===== config.mk =====
export PLATFORM = sky130hd
export DESIGN_NAME = arf_top
export DESIGN_NICKNAME = d
export VERILOG_FILES = /design/src/inc/arf_pkg.sv /design/src/design/arf_levels.sv /design/src/design/arf_out_pipe.sv /design/src/design/arf_top.sv
export SDC_FILE = /design/constraint.sdc
export NUM_CORES = 1
export LEC_CHECK = 0
export ABC_AREA = 1
export BUFFER_PORTS_ARGS = -buffer_cell sky130_fd_sc_hd__buf_2
export CORE_MARGIN = 2
export CORE_UTILIZATION = 52
export DETAILED_ROUTE_END_ITERATION = 10
export GPL_ROUTABILITY_DRIVEN = 0
export PLACE_DENSITY = 0.87
export SLEW_MARGIN = 20
export SYNTH_ARGS = -nofsm -noshare
export SYNTH_HDL_FRONTEND = slang
export SYNTH_SLANG_ARGS = --single-unit

===== constraint.sdc =====
create_clock -name core_clk_i -period 2.6 [get_ports core_clk_i]
set_clock_uncertainty 0.15 [all_clocks]
set_input_delay 0.52 -clock core_clk_i [delete_from_list [all_inputs] [get_ports core_clk_i]]
set_output_delay 0.52 -clock core_clk_i [all_outputs]
set_load 0.005 [all_outputs]

===== src/inc/arf_pkg.sv =====
/*
 * Shared constants for the aspect-ratio FIFO: register map, reset values,
 * configuration codes and default geometry.
 * Assumes one 25 MHz clock and a synchronous active-low reset.
 */
// ==========================================================================

package arf_pkg;

    // ======================================================================
    // Default geometry
    localparam int unsigned WR_W_DEF = 8;
    localparam int unsigned RD_W_DEF = 8;
    localparam int unsigned WR_DEPTH_DEF = 16;
    localparam int unsigned MACRO_DEPTH_DEF = 512;
    localparam int unsigned LA_EXTRA_WORDS = 2;
    localparam int unsigned MAX_RATIO = 8;

    // ======================================================================
    // Register map, byte offsets
    localparam logic [7:0] REG_THRESH = 8'h00;
    localparam logic [7:0] REG_STATUS = 8'h04;
    localparam logic [7:0] REG_WCOUNT = 8'h08;
    localparam logic [7:0] REG_RCOUNT = 8'h0C;

    // ======================================================================
    // Reset values and status bit positions
    localparam logic [15:0] THRESH_RST = 16'h0002;
    localparam int unsigned ST_FULL = 0;
    localparam int unsigned ST_EMPTY = 1;
    localparam int unsigned ST_THR_LOW = 2;
    localparam int unsigned ST_VALID = 3;

    // ======================================================================
    // Output register choice and memory kind codes
    localparam logic [1:0] OREG_NONE = 2'h0;
    localparam logic [1:0] OREG_EMBED = 2'h1;
    localparam logic [1:0] OREG_FABRIC = 2'h2;
    localparam logic [1:0] MEM_BLOCK = 2'h0;
    localparam logic [1:0] MEM_MACRO_OLD = 2'h1;
    localparam logic [1:0] MEM_MACRO_NEW = 2'h2;

endpackage


===== src/design/arf_levels.sv =====
/*
 * Fill-level arithmetic: whole-word full and empty, counts in port units,
 * threshold-low compare.
 * Assumes the stored amount is kept in units of the narrower port width.
 */
`timescale 1ns/10ps

module arf_levels #(
    parameter int unsigned CW = 6,
    parameter int unsigned WU = 1,
    parameter int unsigned RU = 1,
    parameter int unsigned CAP_U = 16
) (
    input wire logic [CW-1:0] units_i,
    input wire logic [15:0] thresh_i,
    output logic full_o,
    output logic empty_o,
    output logic [CW-1:0] wr_count_o,
    output logic [CW-1:0] rd_count_o,
    output logic thr_low_o
);

    // ======================================================================
    // Flags
    wire [CW:0] after_wr = {1'b0, units_i} + (CW+1)'(WU);
    wire [CW:0] round_up = {1'b0, units_i} + (CW+1)'(WU - 1);

    // Full stays set until a whole write word fits again
    assign full_o = after_wr > (CW+1)'(CAP_U);
    // Empty stays set while less than a whole read word is held
    assign empty_o = units_i < CW'(RU);

    // ======================================================================
    // Counts, each in its own port's words
    // Rounding up keeps the write side pessimistic about free room
    assign wr_count_o = CW'(round_up / (CW+1)'(WU));
    assign rd_count_o = units_i / CW'(RU);
    // Exact compare, so no departure even while empty
    assign thr_low_o = 32'(rd_count_o) <= 32'(thresh_i);

endmodule


===== src/design/arf_out_pipe.sv =====
/*
 * Optional output pipeline stage for read data and valid.
 * Assumes the stage, when present, is enabled on every clock.
 */
`timescale 1ns/10ps

module arf_out_pipe #(
    parameter int unsigned W = 8,
    parameter bit EN = 1'b0,
    parameter logic [W-1:0] RST_VAL = '0
) (
    input wire logic core_clk_i,
    input wire logic rst_n_i,
    input wire logic [W-1:0] data_i,
    input wire logic valid_i,
    output logic [W-1:0] data_o,
    output logic valid_o
);

    // ======================================================================
    // Stage or bypass
    if (EN) begin : g_reg
        // Always enabled: no hold, so it costs exactly one cycle
        always_ff @(posedge core_clk_i) begin
            if (!rst_n_i) begin
                data_o <= RST_VAL;
                valid_o <= 1'b0;
            end else begin
                data_o <= data_i;
                valid_o <= valid_i;
            end
        end
    end else begin : g_thru
        assign data_o = data_i;
        assign valid_o = valid_i;
    end

endmodule


===== src/design/arf_top.sv =====
/*
 * Common-clock FIFO with independent write and read widths, power-of-two
 * ratio up to eight either way, optional lookahead read and output stage,
 * and a small register port for threshold and status.
 * Assumes both users sit on core_clk_i and every input is synchronous.
 */
// The address-and-strobe port and the placing of the registers were chosen for this implementation.
`timescale 1ns/10ps

module arf_top #(
    parameter int unsigned WR_W = arf_pkg::WR_W_DEF,
    parameter int unsigned RD_W = arf_pkg::RD_W_DEF,
    parameter int unsigned WR_DEPTH = arf_pkg::WR_DEPTH_DEF,
    parameter bit LOOKAHEAD_READ_MODE = 1'b0,
    parameter logic [1:0] OUT_SEL = arf_pkg::OREG_NONE,
    parameter logic [1:0] MEM_KIND = arf_pkg::MEM_BLOCK,
    parameter int unsigned MACRO_DEPTH = arf_pkg::MACRO_DEPTH_DEF,
    parameter logic [RD_W-1:0] DOUT_RST_VAL = '0
) (
    input wire logic core_clk_i,
    input wire logic rst_n_i,
    // Write side
    input wire logic wr_en_i,
    input wire logic [WR_W-1:0] wr_data_i,
    output logic full_o,
    output logic [$clog2(WR_DEPTH*WR_W+2*RD_W+1)-1:0] wr_count_o,
    // Read side
    input wire logic rd_en_i,
    output logic [RD_W-1:0] rd_data_o,
    output logic valid_o,
    output logic empty_o,
    output logic [$clog2(WR_DEPTH*WR_W+2*RD_W+1)-1:0] rd_count_o,
    output logic thr_low_o,
    // Register port
    input wire logic [7:0] reg_addr_i,
    input wire logic [31:0] reg_wdata_i,
    input wire logic reg_wr_i,
    input wire logic reg_rd_i,
    output logic [31:0] reg_rdata_o
);

    // ======================================================================
    // Geometry, all in units of the narrower port
    localparam int unsigned MIN_W = (WR_W < RD_W) ? WR_W : RD_W;
    localparam int unsigned WU = WR_W / MIN_W;
    localparam int unsigned RU = RD_W / MIN_W;
    // Read depth follows from write depth and both widths
    localparam int unsigned DEPTH_U = WR_DEPTH * WU;
    localparam int unsigned RD_DEPTH = DEPTH_U / RU;
    // Lookahead holds two more read words of storage
    localparam int unsigned CAP_U = DEPTH_U +
        (LOOKAHEAD_READ_MODE ? arf_pkg::LA_EXTRA_WORDS * RU : 0);
    localparam int unsigned PW = $clog2(CAP_U);
    localparam int unsigned CW = $clog2(WR_DEPTH*WR_W+2*RD_W+1);
    localparam bit RATIO_OK = (WR_W % MIN_W == 0) && (RD_W % MIN_W == 0) &&
        (WU == 1 || WU == 2 || WU == 4 || WU == 8) &&
        (RU == 1 || RU == 2 || RU == 4 || RU == 8);
    // Old macro embeds its stage only when one macro covers the depth
    localparam bit ONE_MACRO = WR_DEPTH <= MACRO_DEPTH;
    // Stage present: standard with any register, or lookahead with embedded register on one old macro
    localparam bit PIPE_EN = LOOKAHEAD_READ_MODE ?
        (MEM_KIND == arf_pkg::MEM_MACRO_OLD &&
         OUT_SEL == arf_pkg::OREG_EMBED && ONE_MACRO) :
        (OUT_SEL != arf_pkg::OREG_NONE);

    // ======================================================================
    // Storage and state
    logic [MIN_W-1:0] mem [CAP_U];
    logic [PW-1:0] wptr;
    logic [PW-1:0] rptr;
    logic [CW-1:0] units;
    logic [RD_W-1:0] data_q;
    logic valid_q;
    logic [15:0] thresh;
    logic [31:0] rdata;

    // ======================================================================
    // Pointer step with wrap, capacity need not be a power of two
    function automatic logic [PW-1:0] ptr_add(input logic [PW-1:0] p,
                                              input int unsigned k);
        int unsigned s;
        s = int'(p) + k;
        if (s >= CAP_U) begin
            s = s - CAP_U;
        end
        return PW'(s);
    endfunction

    // Distance from the write pointer to a slot, going forward
    function automatic int unsigned ptr_dist(input logic [PW-1:0] p,
                                             input logic [PW-1:0] w);
        int unsigned d;
        d = (p >= w) ? int'(p) - int'(w) : int'(p) + CAP_U - int'(w);
        return d;
    endfunction

    // Gather a read word, earliest unit into the top bits
    // With bypass, units written in this cycle come from the write bus
    function automatic logic [RD_W-1:0] gather(input logic [PW-1:0] base,
                                               input logic byp,
                                               input logic wr_now);
        logic [RD_W-1:0] w;
        logic [PW-1:0] p;
        int unsigned d;
        w = '0;
        for (int unsigned k = 0; k < RU; k++) begin
            p = ptr_add(base, k);
            d = ptr_dist(p, wptr);
            if (byp && wr_now && d < WU) begin
                w[RD_W-1-k*MIN_W -: MIN_W] = wr_data_i[WR_W-1-d*MIN_W -: MIN_W];
            end else begin
                w[RD_W-1-k*MIN_W -: MIN_W] = mem[p];
            end
        end
        return w;
    endfunction

    // ======================================================================
    // Levels and flags from the stored unit count
    logic full;
    logic empty;
    logic [CW-1:0] wr_count;
    logic [CW-1:0] rd_count;
    logic thr_low;

    arf_levels #(
        .CW(CW),
        .WU(WU),
        .RU(RU),
        .CAP_U(CAP_U)
    ) u_levels (
        .units_i(units),
        .thresh_i(thresh),
        .full_o(full),
        .empty_o(empty),
        .wr_count_o(wr_count),
        .rd_count_o(rd_count),
        .thr_low_o(thr_low)
    );

    // ======================================================================
    // Request acceptance and next state
    // Requests against a set flag fall away here
    wire wr_ok = wr_en_i && !full;
    wire rd_ok = rd_en_i && !empty;
    wire [CW-1:0] wr_step = wr_ok ? CW'(WU) : '0;
    wire [CW-1:0] rd_step = rd_ok ? CW'(RU) : '0;
    wire [CW-1:0] next_units = CW'(units + wr_step - rd_step);
    wire [PW-1:0] next_wptr = wr_ok ? ptr_add(wptr, WU) : wptr;
    wire [PW-1:0] next_rptr = rd_ok ? ptr_add(rptr, RU) : rptr;
    wire next_empty = next_units < CW'(RU);

    // Word for the next data register value
    // Lookahead fetches the new head, standard fetches on a read only
    wire [RD_W-1:0] la_word = gather(next_rptr, 1'b1, wr_ok);
    wire [RD_W-1:0] std_word = gather(rptr, 1'b0, 1'b0);
    wire [RD_W-1:0] next_data = LOOKAHEAD_READ_MODE ? la_word :
                                (rd_ok ? std_word : data_q);
    wire next_valid = LOOKAHEAD_READ_MODE ? !next_empty : rd_ok;

    // ======================================================================
    // Memory write, one write word spread over its units
    always_ff @(posedge core_clk_i) begin
        if (wr_ok) begin
            for (int unsigned k = 0; k < WU; k++) begin
                mem[ptr_add(wptr, k)] <= wr_data_i[WR_W-1-k*MIN_W -: MIN_W];
            end
        end
    end

    // ======================================================================
    // Pointers and stored amount
    always_ff @(posedge core_clk_i) begin
        if (!rst_n_i) begin
            wptr <= '0;
            rptr <= '0;
            units <= '0;
        end else begin
            wptr <= next_wptr;
            rptr <= next_rptr;
            units <= next_units;
        end
    end

    // ======================================================================
    // Read data and valid ahead of the optional stage
    always_ff @(posedge core_clk_i) begin
        if (!rst_n_i) begin
            data_q <= DOUT_RST_VAL;
            valid_q <= 1'b0;
        end else begin
            data_q <= next_data;
            valid_q <= next_valid;
        end
    end

    // ======================================================================
    // Output stage, one cycle on data and valid only
    arf_out_pipe #(
        .W(RD_W),
        .EN(PIPE_EN),
        .RST_VAL(DOUT_RST_VAL)
    ) u_out_pipe (
        .core_clk_i(core_clk_i),
        .rst_n_i(rst_n_i),
        .data_i(data_q),
        .valid_i(valid_q),
        .data_o(rd_data_o),
        .valid_o(valid_o)
    );

    // ======================================================================
    // Register port
    // Threshold write steers the flag; reads show live state
    wire [31:0] status_word = {28'h0000000, valid_o, thr_low, empty, full};
    wire [31:0] read_mux =
        (reg_addr_i == arf_pkg::REG_THRESH) ? {16'h0000, thresh} :
        (reg_addr_i == arf_pkg::REG_STATUS) ? status_word :
        (reg_addr_i == arf_pkg::REG_WCOUNT) ? 32'(wr_count) :
        (reg_addr_i == arf_pkg::REG_RCOUNT) ? 32'(rd_count) :
        32'h00000000;

    always_ff @(posedge core_clk_i) begin
        if (!rst_n_i) begin
            thresh <= arf_pkg::THRESH_RST;
        end else if (reg_wr_i && reg_addr_i == arf_pkg::REG_THRESH) begin
            thresh <= reg_wdata_i[15:0];
        end
    end

    // Read data stand one cycle, zero otherwise
    always_ff @(posedge core_clk_i) begin
        if (!rst_n_i) begin
            rdata <= '0;
        end else begin
            rdata <= reg_rd_i ? read_mux : 32'h00000000;
        end
    end

    // ======================================================================
    // Port outputs
    assign full_o = full;
    assign empty_o = empty;
    assign wr_count_o = wr_count;
    assign rd_count_o = rd_count;
    assign thr_low_o = thr_low;
    assign reg_rdata_o = rdata;

    // ======================================================================
    // Checks
    ratio_legal_a: assert property (
        @(posedge core_clk_i) disable iff (!rst_n_i)
        RATIO_OK && RD_DEPTH * RU == DEPTH_U)
        else $error("Port width ratio outside the supported set");

    fill_step_a: assert property (
        @(posedge core_clk_i) disable iff (!rst_n_i)
        wr_ok && !rd_ok |=> units == CW'($past(units) + WU))
        else $error("Accepted write did not add one write word");

    drain_step_a: assert property (
        @(posedge core_clk_i) disable iff (!rst_n_i)
        rd_ok && !wr_ok |=> units == CW'($past(units) - RU))
        else $error("Accepted read did not remove one read word");

    refuse_full_a: assert property (
        @(posedge core_clk_i) disable iff (!rst_n_i)
        wr_en_i && full && !rd_en_i |=> $stable(wptr) && $stable(units))
        else $error("Write into full changed state");

    whole_word_a: assert property (
        @(posedge core_clk_i) disable iff (!rst_n_i)
        !full |-> 32'(units) + WU <= CAP_U)
        else $error("Full cleared without room for a whole word");

    msb_first_a: assert property (
        @(posedge core_clk_i) disable iff (!rst_n_i)
        wr_ok |=> mem[$past(wptr)] == $past(wr_data_i[WR_W-1 -: MIN_W]))
        else $error("Earliest unit not taken from the top bits");

    thr_flag_a: assert property (
        @(posedge core_clk_i) disable iff (!rst_n_i)
        32'(rd_count) <= 32'(thresh) |-> thr_low)
        else $error("Threshold-low missing at or below level");

    std_valid_a: assert property (
        @(posedge core_clk_i) disable iff (!rst_n_i)
        !LOOKAHEAD_READ_MODE && rd_ok |=>
            (valid_q && (PIPE_EN || valid_o)) ##1 (!PIPE_EN || valid_o))
        else $error("Read valid not seen at the expected cycle");

    la_present_a: assert property (
        @(posedge core_clk_i) disable iff (!rst_n_i)
        LOOKAHEAD_READ_MODE |-> valid_q == !empty)
        else $error("Lookahead word not presented while data held");

endmodule


==> flow_summary.json, run 1 <==
{
  "p_leak_nw": 3.883,
  "maxSlewHeadroom_pct": 45.80,
  "rsz0062_at_grt": "true",
  "core_mm2": 0.01531,
  "cts_sinks": 185,
  "ys_top_cells_by_area": "edfxtp_1 (47%), dfxtp_1 (14%), nor2_1 (7.6%)",
  "ys_seq_elements": 185,
  "cp_slowest_stage_delay_ns": 0.40,
  "max_freq_mhz": 348.1,
  "grt_max_degree": 67,
  "synth_edf_count": 128,
  "p_sw_share_pct": 33.97,
  "period_share_pct": 110.5,
  "die-width_um": 129.6,
  "fp-row-count": 45,
  "hold_viol_final": 0,
  "seqPwrFrac_pct": 39.2,
  "dieHeight_um": 129.6,
  "tritoncts": "yes",
  "outcome": "finished, violations left",
  "synth_cells": 807,
  "synth.most_common_cell": "nor2_1",
  "yosys-top-cells-count": "nor2_1 (166), edfxtp_1 (128), o21ai_0 (73), nand2_1 (71), dfxtp_1 (57)",
  "internal_power_w": 0.005863,
  "cp-end-kind": "flip-flop",
  "critPathKind": "flip-flop to flip-flop",
  "cp.arrival_ns": 3.09,
  "initial_core_util_pct": 53.54,
  "overflow": 0,
  "areaGrowthSynthToFinish_pct": 19.04,
  "drc": 0,
  "seq_area_mm2": 0.005007,
  "firstDrtPassIters": 5,
  "grt_pass1_vias": 6042,
  "p_sw_w": 0.003016,
  "portBuffers": 81,
  "num_vias": 6388,
  "wl_mm": 19.86,
  "cp_max_fo": 5,
  "path_clk_slew_ns": 0.07,
  "nets": 993,
  "period_needed_ns": 2.873,
  "syn_avg_cell_area_um2": 10.16,
  "combPwrFrac_pct": 30.5,
  "grt_pass1_wl_mm": 29.44,
  "drive_gt1_share_pct": 22.26,
  "n_antenna_cell": 0,
  "mappedNetlistArea_mm2": 0.008199,
  "synth_warnings": 0,
  "ys_async_sr_fraction_pct": 0,
  "start_kind": "flip-flop",
  "yosysSeqAreaShare_pct": 60.80,
  "rrSetupSlack_ns": -0.27,
  "critical_path.top_delay_family": "adder cells",
  "setup_ws_ns": -0.2729,
  "hold_ws_ns": 0.1738,
  "worstHoldPathType": "primary input to flip-flop",
  "die_area_mm2": 0.01679,
  "num-fill-cells": 1067,
  "cp.required_ns": 2.81,
  "multi_input_area_mm2": 0.002816,
  "crit_path_cell_trace": "ha_1 > nand2_1 > o21ai_1 > nand2_1 > nor2_4 > nand3_4 > ha_4 > inv_2 > ha_4 > inv_4 > fa_2 > inv_2 > nand4_1 > nand3_2 > o21ai_1 > a21oi_1",
  "numCtsBuffers": 17,
  "postRouteAntennaNets": 0,
  "clkPwrFrac_pct": 30.4,
  "yosys.area.top_type": "edfxtp_1",
  "grt.total_usage_pct": 23.02,
  "ios": 114,
  "cts_max_path_buffers": 2,
  "maxCapViolations": 0,
  "path_buf_inv": 3,
  "tightest_slew_ns": 0.8112,
  "violations": "setup timing",
  "hpwlAfterDp_mm": 11.80,
  "clkLatencyLatePin_ns": 0.44,
  "cts_max_level": 4,
  "viasPerCell": 5.643,
  "crit_path_top_delay_cell": "dfxtp_4",
  "cts-root-buf": "clkbuf_16",
  "synthDistinctLibCells": 36,
  "report.final.slew_viol_count": 0,
  "setup_viol_count_final": 4,
  "synth_top_area_share_pct": 46.88,
  "setup_tns_ns": -0.7664,
  "antenna_found_initial": 0,
  "wl_per_cell_um": 17.54,
  "synthFlopType": "edfxtp_1",
  "peakVddDrop_mv": 0.6355,
  "drt_iter0_markers": 686,
  "power.density_mw_per_mm2": 909.7
}
[path summary, 6_finish.rpt]
| kind | startpoint | end | cells past startpoint |
|---|---|---|---|
| hold reg to reg | thresh[14] | reg_rdata_o[14] | 2 |
| hold / removal | reg_wdata_i[1] | thresh[1] | 3 |
| setup reg to reg | units[6] | units[6] | 16 |
| setup / recovery | units[6] | units[6] | 16 |
[through the flow]
| stage | utilization, % | instances | worst slack, ns | area (µm²) | power (W) |
|---|---|---|---|---|---|
| 6_report | 63.73 | 1132 | -0.2729 | 9761 | 0.008879 |
| 5_1_grt | 63.73 | 1132 | -0.3607 | 9761 | 0.009236 |
| 4_1_cts | 63.07 | 1130 | -0.04662 | 9659 | 0.008591 |
| 3_5_place_dp | 58.46 | 1094 | -0.1041 | 8952 | 0.005788 |
| 3_3_place_gp | 58.46 | 1094 | -0.01378 | 8952 | 0.005695 |
| 2_1_floorplan | - | 822 | 0.03462 | 8303 | 0.005048 |
[state kept, by name, summed over array words and instances (netlist names)]
register / count
data_q: 8
mem: 128
reg_rdata_o: 16
rptr: 4
thresh: 16
units: 8
valid_q: 1
wptr: 4
[per-layer routing]
layer / part of all wire (%) / routed length, µm / global-route usage, % / vias to the layer above
met5: 0 / 0 / 0 / -
met4: 5.7 / 1131 / 11.76 / 0
met3: 7.1 / 1417 / 5.987 / 99
met2: 49 / 9687 / 38.28 / 361
met1: 38 / 7619 / 27.76 / 2998
li1: - / - / - / 2930
[final cells by class]
type	count	area share, %
timing repair buffer	126	8.178
clock inverter	15	2.141
multi-input combinational	516	28.86
clock buffer	17	4.358
tap	211	2.705
inverter	62	2.461
sequential	185	51.30
[cells in the final DEF, fill, tap and decap left out, drive strengths merged, types with 30 or more instances in the layout]
cell type / count
ha: 30
nor2: 170
nand2: 76
dfxtp: 57
o21ai: 91
buf: 126
edfxtp: 128
a21oi: 38
inv: 64
nand3: 46
[cell families (layout without fill, tap and decap cells)]
logic type / after synthesis / after routing / share of synthesized area, %
and+or+nand+nor: 308 / 308 / 16.33
DFF: 185 / 185 / 60.80
AOI/OAI and AO/OA: 159 / 159 / 10.61
buffers and inverters: 121 / 220 / 7.187
adders and majority gates: 31 / 31 / 4.822
xor gates and xnor gates: 2 / 2 / 0.2137
other: 1 / 16 / 0.04574
[power by group through the flow]
stage          Clock, W  Combinational, W  Sequential [W]
3_3_place_gp          0           0.00219         0.00350
2_1_floorplan         0           0.00152         0.00353
3_5_place_dp          0           0.00228         0.00351
5_1_grt         0.00282           0.00293         0.00349
6_report        0.00270           0.00270         0.00348
4_1_cts         0.00271           0.00243         0.00346
[tightest hold or removal path: stages]
cell and delay (ns):
buf_2 0.08, nand3_1 0.07, nand3_1 0.07
[repair_timing]
item | in CTS | in global routing
resized for setup | 14 | 21
hold buffers | 0 | 0
setup endpoints to repair | 2 | 5
buffers inserted | 4 | 3
pin swaps | 7 | 13
Note: power is estimated with default switching activity, not from simulation.
==> inputs of run 2 (changes only) <==
--- a/config.mk
+++ b/config.mk
@@ -7,6 +7,7 @@
 export LEC_CHECK = 0
 export ABC_AREA = 1
 export BUFFER_PORTS_ARGS = -buffer_cell sky130_fd_sc_hd__buf_2
+export CORE_ASPECT_RATIO = 1.5
 export CORE_MARGIN = 2
 export CORE_UTILIZATION = 52
 export DETAILED_ROUTE_END_ITERATION = 10
==> run 2 against run 1 <==
Compared with the run above:
- the flow still finishes with violations (setup timing)
- sequential share of layout area fell by 0.55 points
- die area increased by 0.12%
- sequential power about the same
- final area grew 1.2%
- combinational power up 7%
- via count increased by 2.4%
- register-to-register slack improved by 0.099 ns
- power up 0.86%
- clock-buffer cell count stayed put
- non-clock buffer count increased by 12
- first-iteration DRC count up 8.7%
- global-route usage grew 1.7 points
==> flow_summary.json, run 2 (synthesized netlist as in run 1, its figures left out) <==
{
  "wl_mm": 21.41,
  "setup_viol_count_final": 7,
  "violations": "setup timing",
  "grt.total_usage_pct": 24.74,
  "numCtsBuffers": 17,
  "p_leak_nw": 3.950,
  "final_cells": 1136,
  "postRouteAntennaNets": 0,
  "setup_ws_ns": -0.1741,
  "firstDrtPassIters": 6,
  "start_kind": "flip-flop",
  "nets": 1005,
  "die_area_mm2": 0.01681,
  "crit_path_cell_trace": "buf_4 > nand3_1 > nor2_2 > nor2_2 > nor2_4 > nand3_4 > ha_4 > inv_2 > ha_4 > inv_2 > fa_2 > inv_1 > nand4_1 > nand3_2 > o21ai_0 > a21oi_1",
  "grt_pass1_wl_mm": 31.71,
  "total_power_w": 0.008955,
  "core_mm2": 0.01555,
  "clkLatencyLatePin_ns": 0.43,
  "largest_register": "mem",
  "die-width_um": 106.5,
  "largest_register_ffs": 128,
  "drt_iter0_markers": 746,
  "cts_max_path_buffers": 2,
  "setup_tns_ns": -0.5888,
  "hold_viol_final": 0,
  "grt_pass1_vias": 6397,
  "critPathKind": "flip-flop to flip-flop",
  "antenna_found_initial": 0,
  "worstHoldPathType": "primary input to flip-flop",
  "crit_path_top_delay_cell": "dfxtp_4",
  "ios": 114,
  "cts_max_level": 4,
  "tightest_slew_ns": 0.6475,
  "peakVddDrop_mv": 0.7438,
  "power.density_mw_per_mm2": 907.0,
  "wl_per_cell_um": 18.85,
  "layout_commonest_cell": "nor2_1",
  "drc": 0,
  "portBuffers": 81,
  "areaGrowthSynthToFinish_pct": 20.42,
  "viasPerCell": 5.760,
  "grt_max_degree": 38,
  "cp-end-kind": "flip-flop",
  "cp_max_fo": 6,
  "n_antenna_cell": 0,
  "hpwlAfterDp_mm": 13.09,
  "dieHeight_um": 157.8,
  "initial_core_util_pct": 52.71,
  "rsz0062_at_grt": "true",
  "path_clk_slew_ns": 0.08,
  "cp.required_ns": 2.81,
  "maxSlewHeadroom_pct": 56.74,
  "period_share_pct": 106.7,
  "cp_slowest_stage_delay_ns": 0.42,
  "period_needed_ns": 2.774,
  "maxCapViolations": 0,
  "cp.arrival_ns": 2.98,
  "dp_cells": 1097,
  "num_vias": 6543,
  "tritoncts": "yes",
  "outcome": "finished, violations left",
  "mostFrequentLayoutCells": "nor2_1 (161), edfxtp_1 (128), buf_2 (80)",
  "report.final.slew_viol_count": 0,
  "overflow": 0,
  "num-fill-cells": 1110,
  "drive_gt1_share_pct": 25.08,
  "fp-row-count": 56,
  "cts_sinks": 185,
  "cts-root-buf": "clkbuf_16",
  "max_freq_mhz": 360.5
}
## run 2: critical path, delay by kind of cell, from the launching register on
family | cells | cell delay [ns]
AO/OA/AOI/OAI | 2 | 0.21
adder cells (fa/ha/maj) | 3 | 0.70
buffers and inverters | 4 | 0.36
flip-flops | 1 | 0.42
AND/OR/NAND/NOR | 7 | 0.85
## run 2: stage by stage
| stage | hold WS, ns | cell area, µm² | util, % | setup WS, ns |
|---|---|---|---|---|
| floorplan | 0.2789 | 8303 | - | 0.03462 |
| global placement | 0.2914 | 9026 | 58.03 | -0.002242 |
| detailed placement | 0.2959 | 9026 | 58.03 | -0.1028 |
| CTS | 0.1812 | 9722 | 62.50 | -0.06736 |
| global route | 0.1798 | 9873 | 63.47 | -0.2632 |
| finish | 0.1862 | 9873 | 63.47 | -0.1741 |
## run 2: final cells by class
type	count	area, µm²	area share [%]
sequential	185	5011	50.75
clock buffer	17	425.4	4.309
timing repair buffer	138	888.4	8.998
inverter	62	240.2	2.433
tap	203	254.0	2.573
clock inverter	15	166.4	1.685
multi-input combinational	516	2888	29.25
## run 2: per-layer routing
layer / up-vias / global-route usage (%) / routed length [µm]
met1: 3060 / 24.85 / 6959
met2: 427 / 47.74 / 11620
met4: 0 / 12.68 / 1203
li1: 2953 / - / -
met5: - / 0 / 0
met3: 103 / 4.858 / 1625
## run 2: worst paths after layout
path	from	slack [ns]	cells after the start	endpoint
worst max-delay path	units[2]	-0.17	16	units[6]
worst min-delay path	reg_wdata_i[1]	0.19	3	thresh[1]
worst max register to register	units[2]	-0.17	16	units[6]
worst min register to register	thresh[1]	0.32	2	thresh[1]
## run 2: timing repair
action,4_1_cts,5_1_grt
endpoints found under the setup margin,3,8
hold endpoints to repair,0,0
hold buffers,0,0
pin swaps,12,16
setup buffers,6,2
resized for setup,20,33
## run 2: where the power goes
part	internal (W)	leakage, nW	switching (W)
Clock	0.00130	0.286	0.00126
Combinational	0.00120	2.04	0.00170
Sequential	0.00332	1.62	0.000168
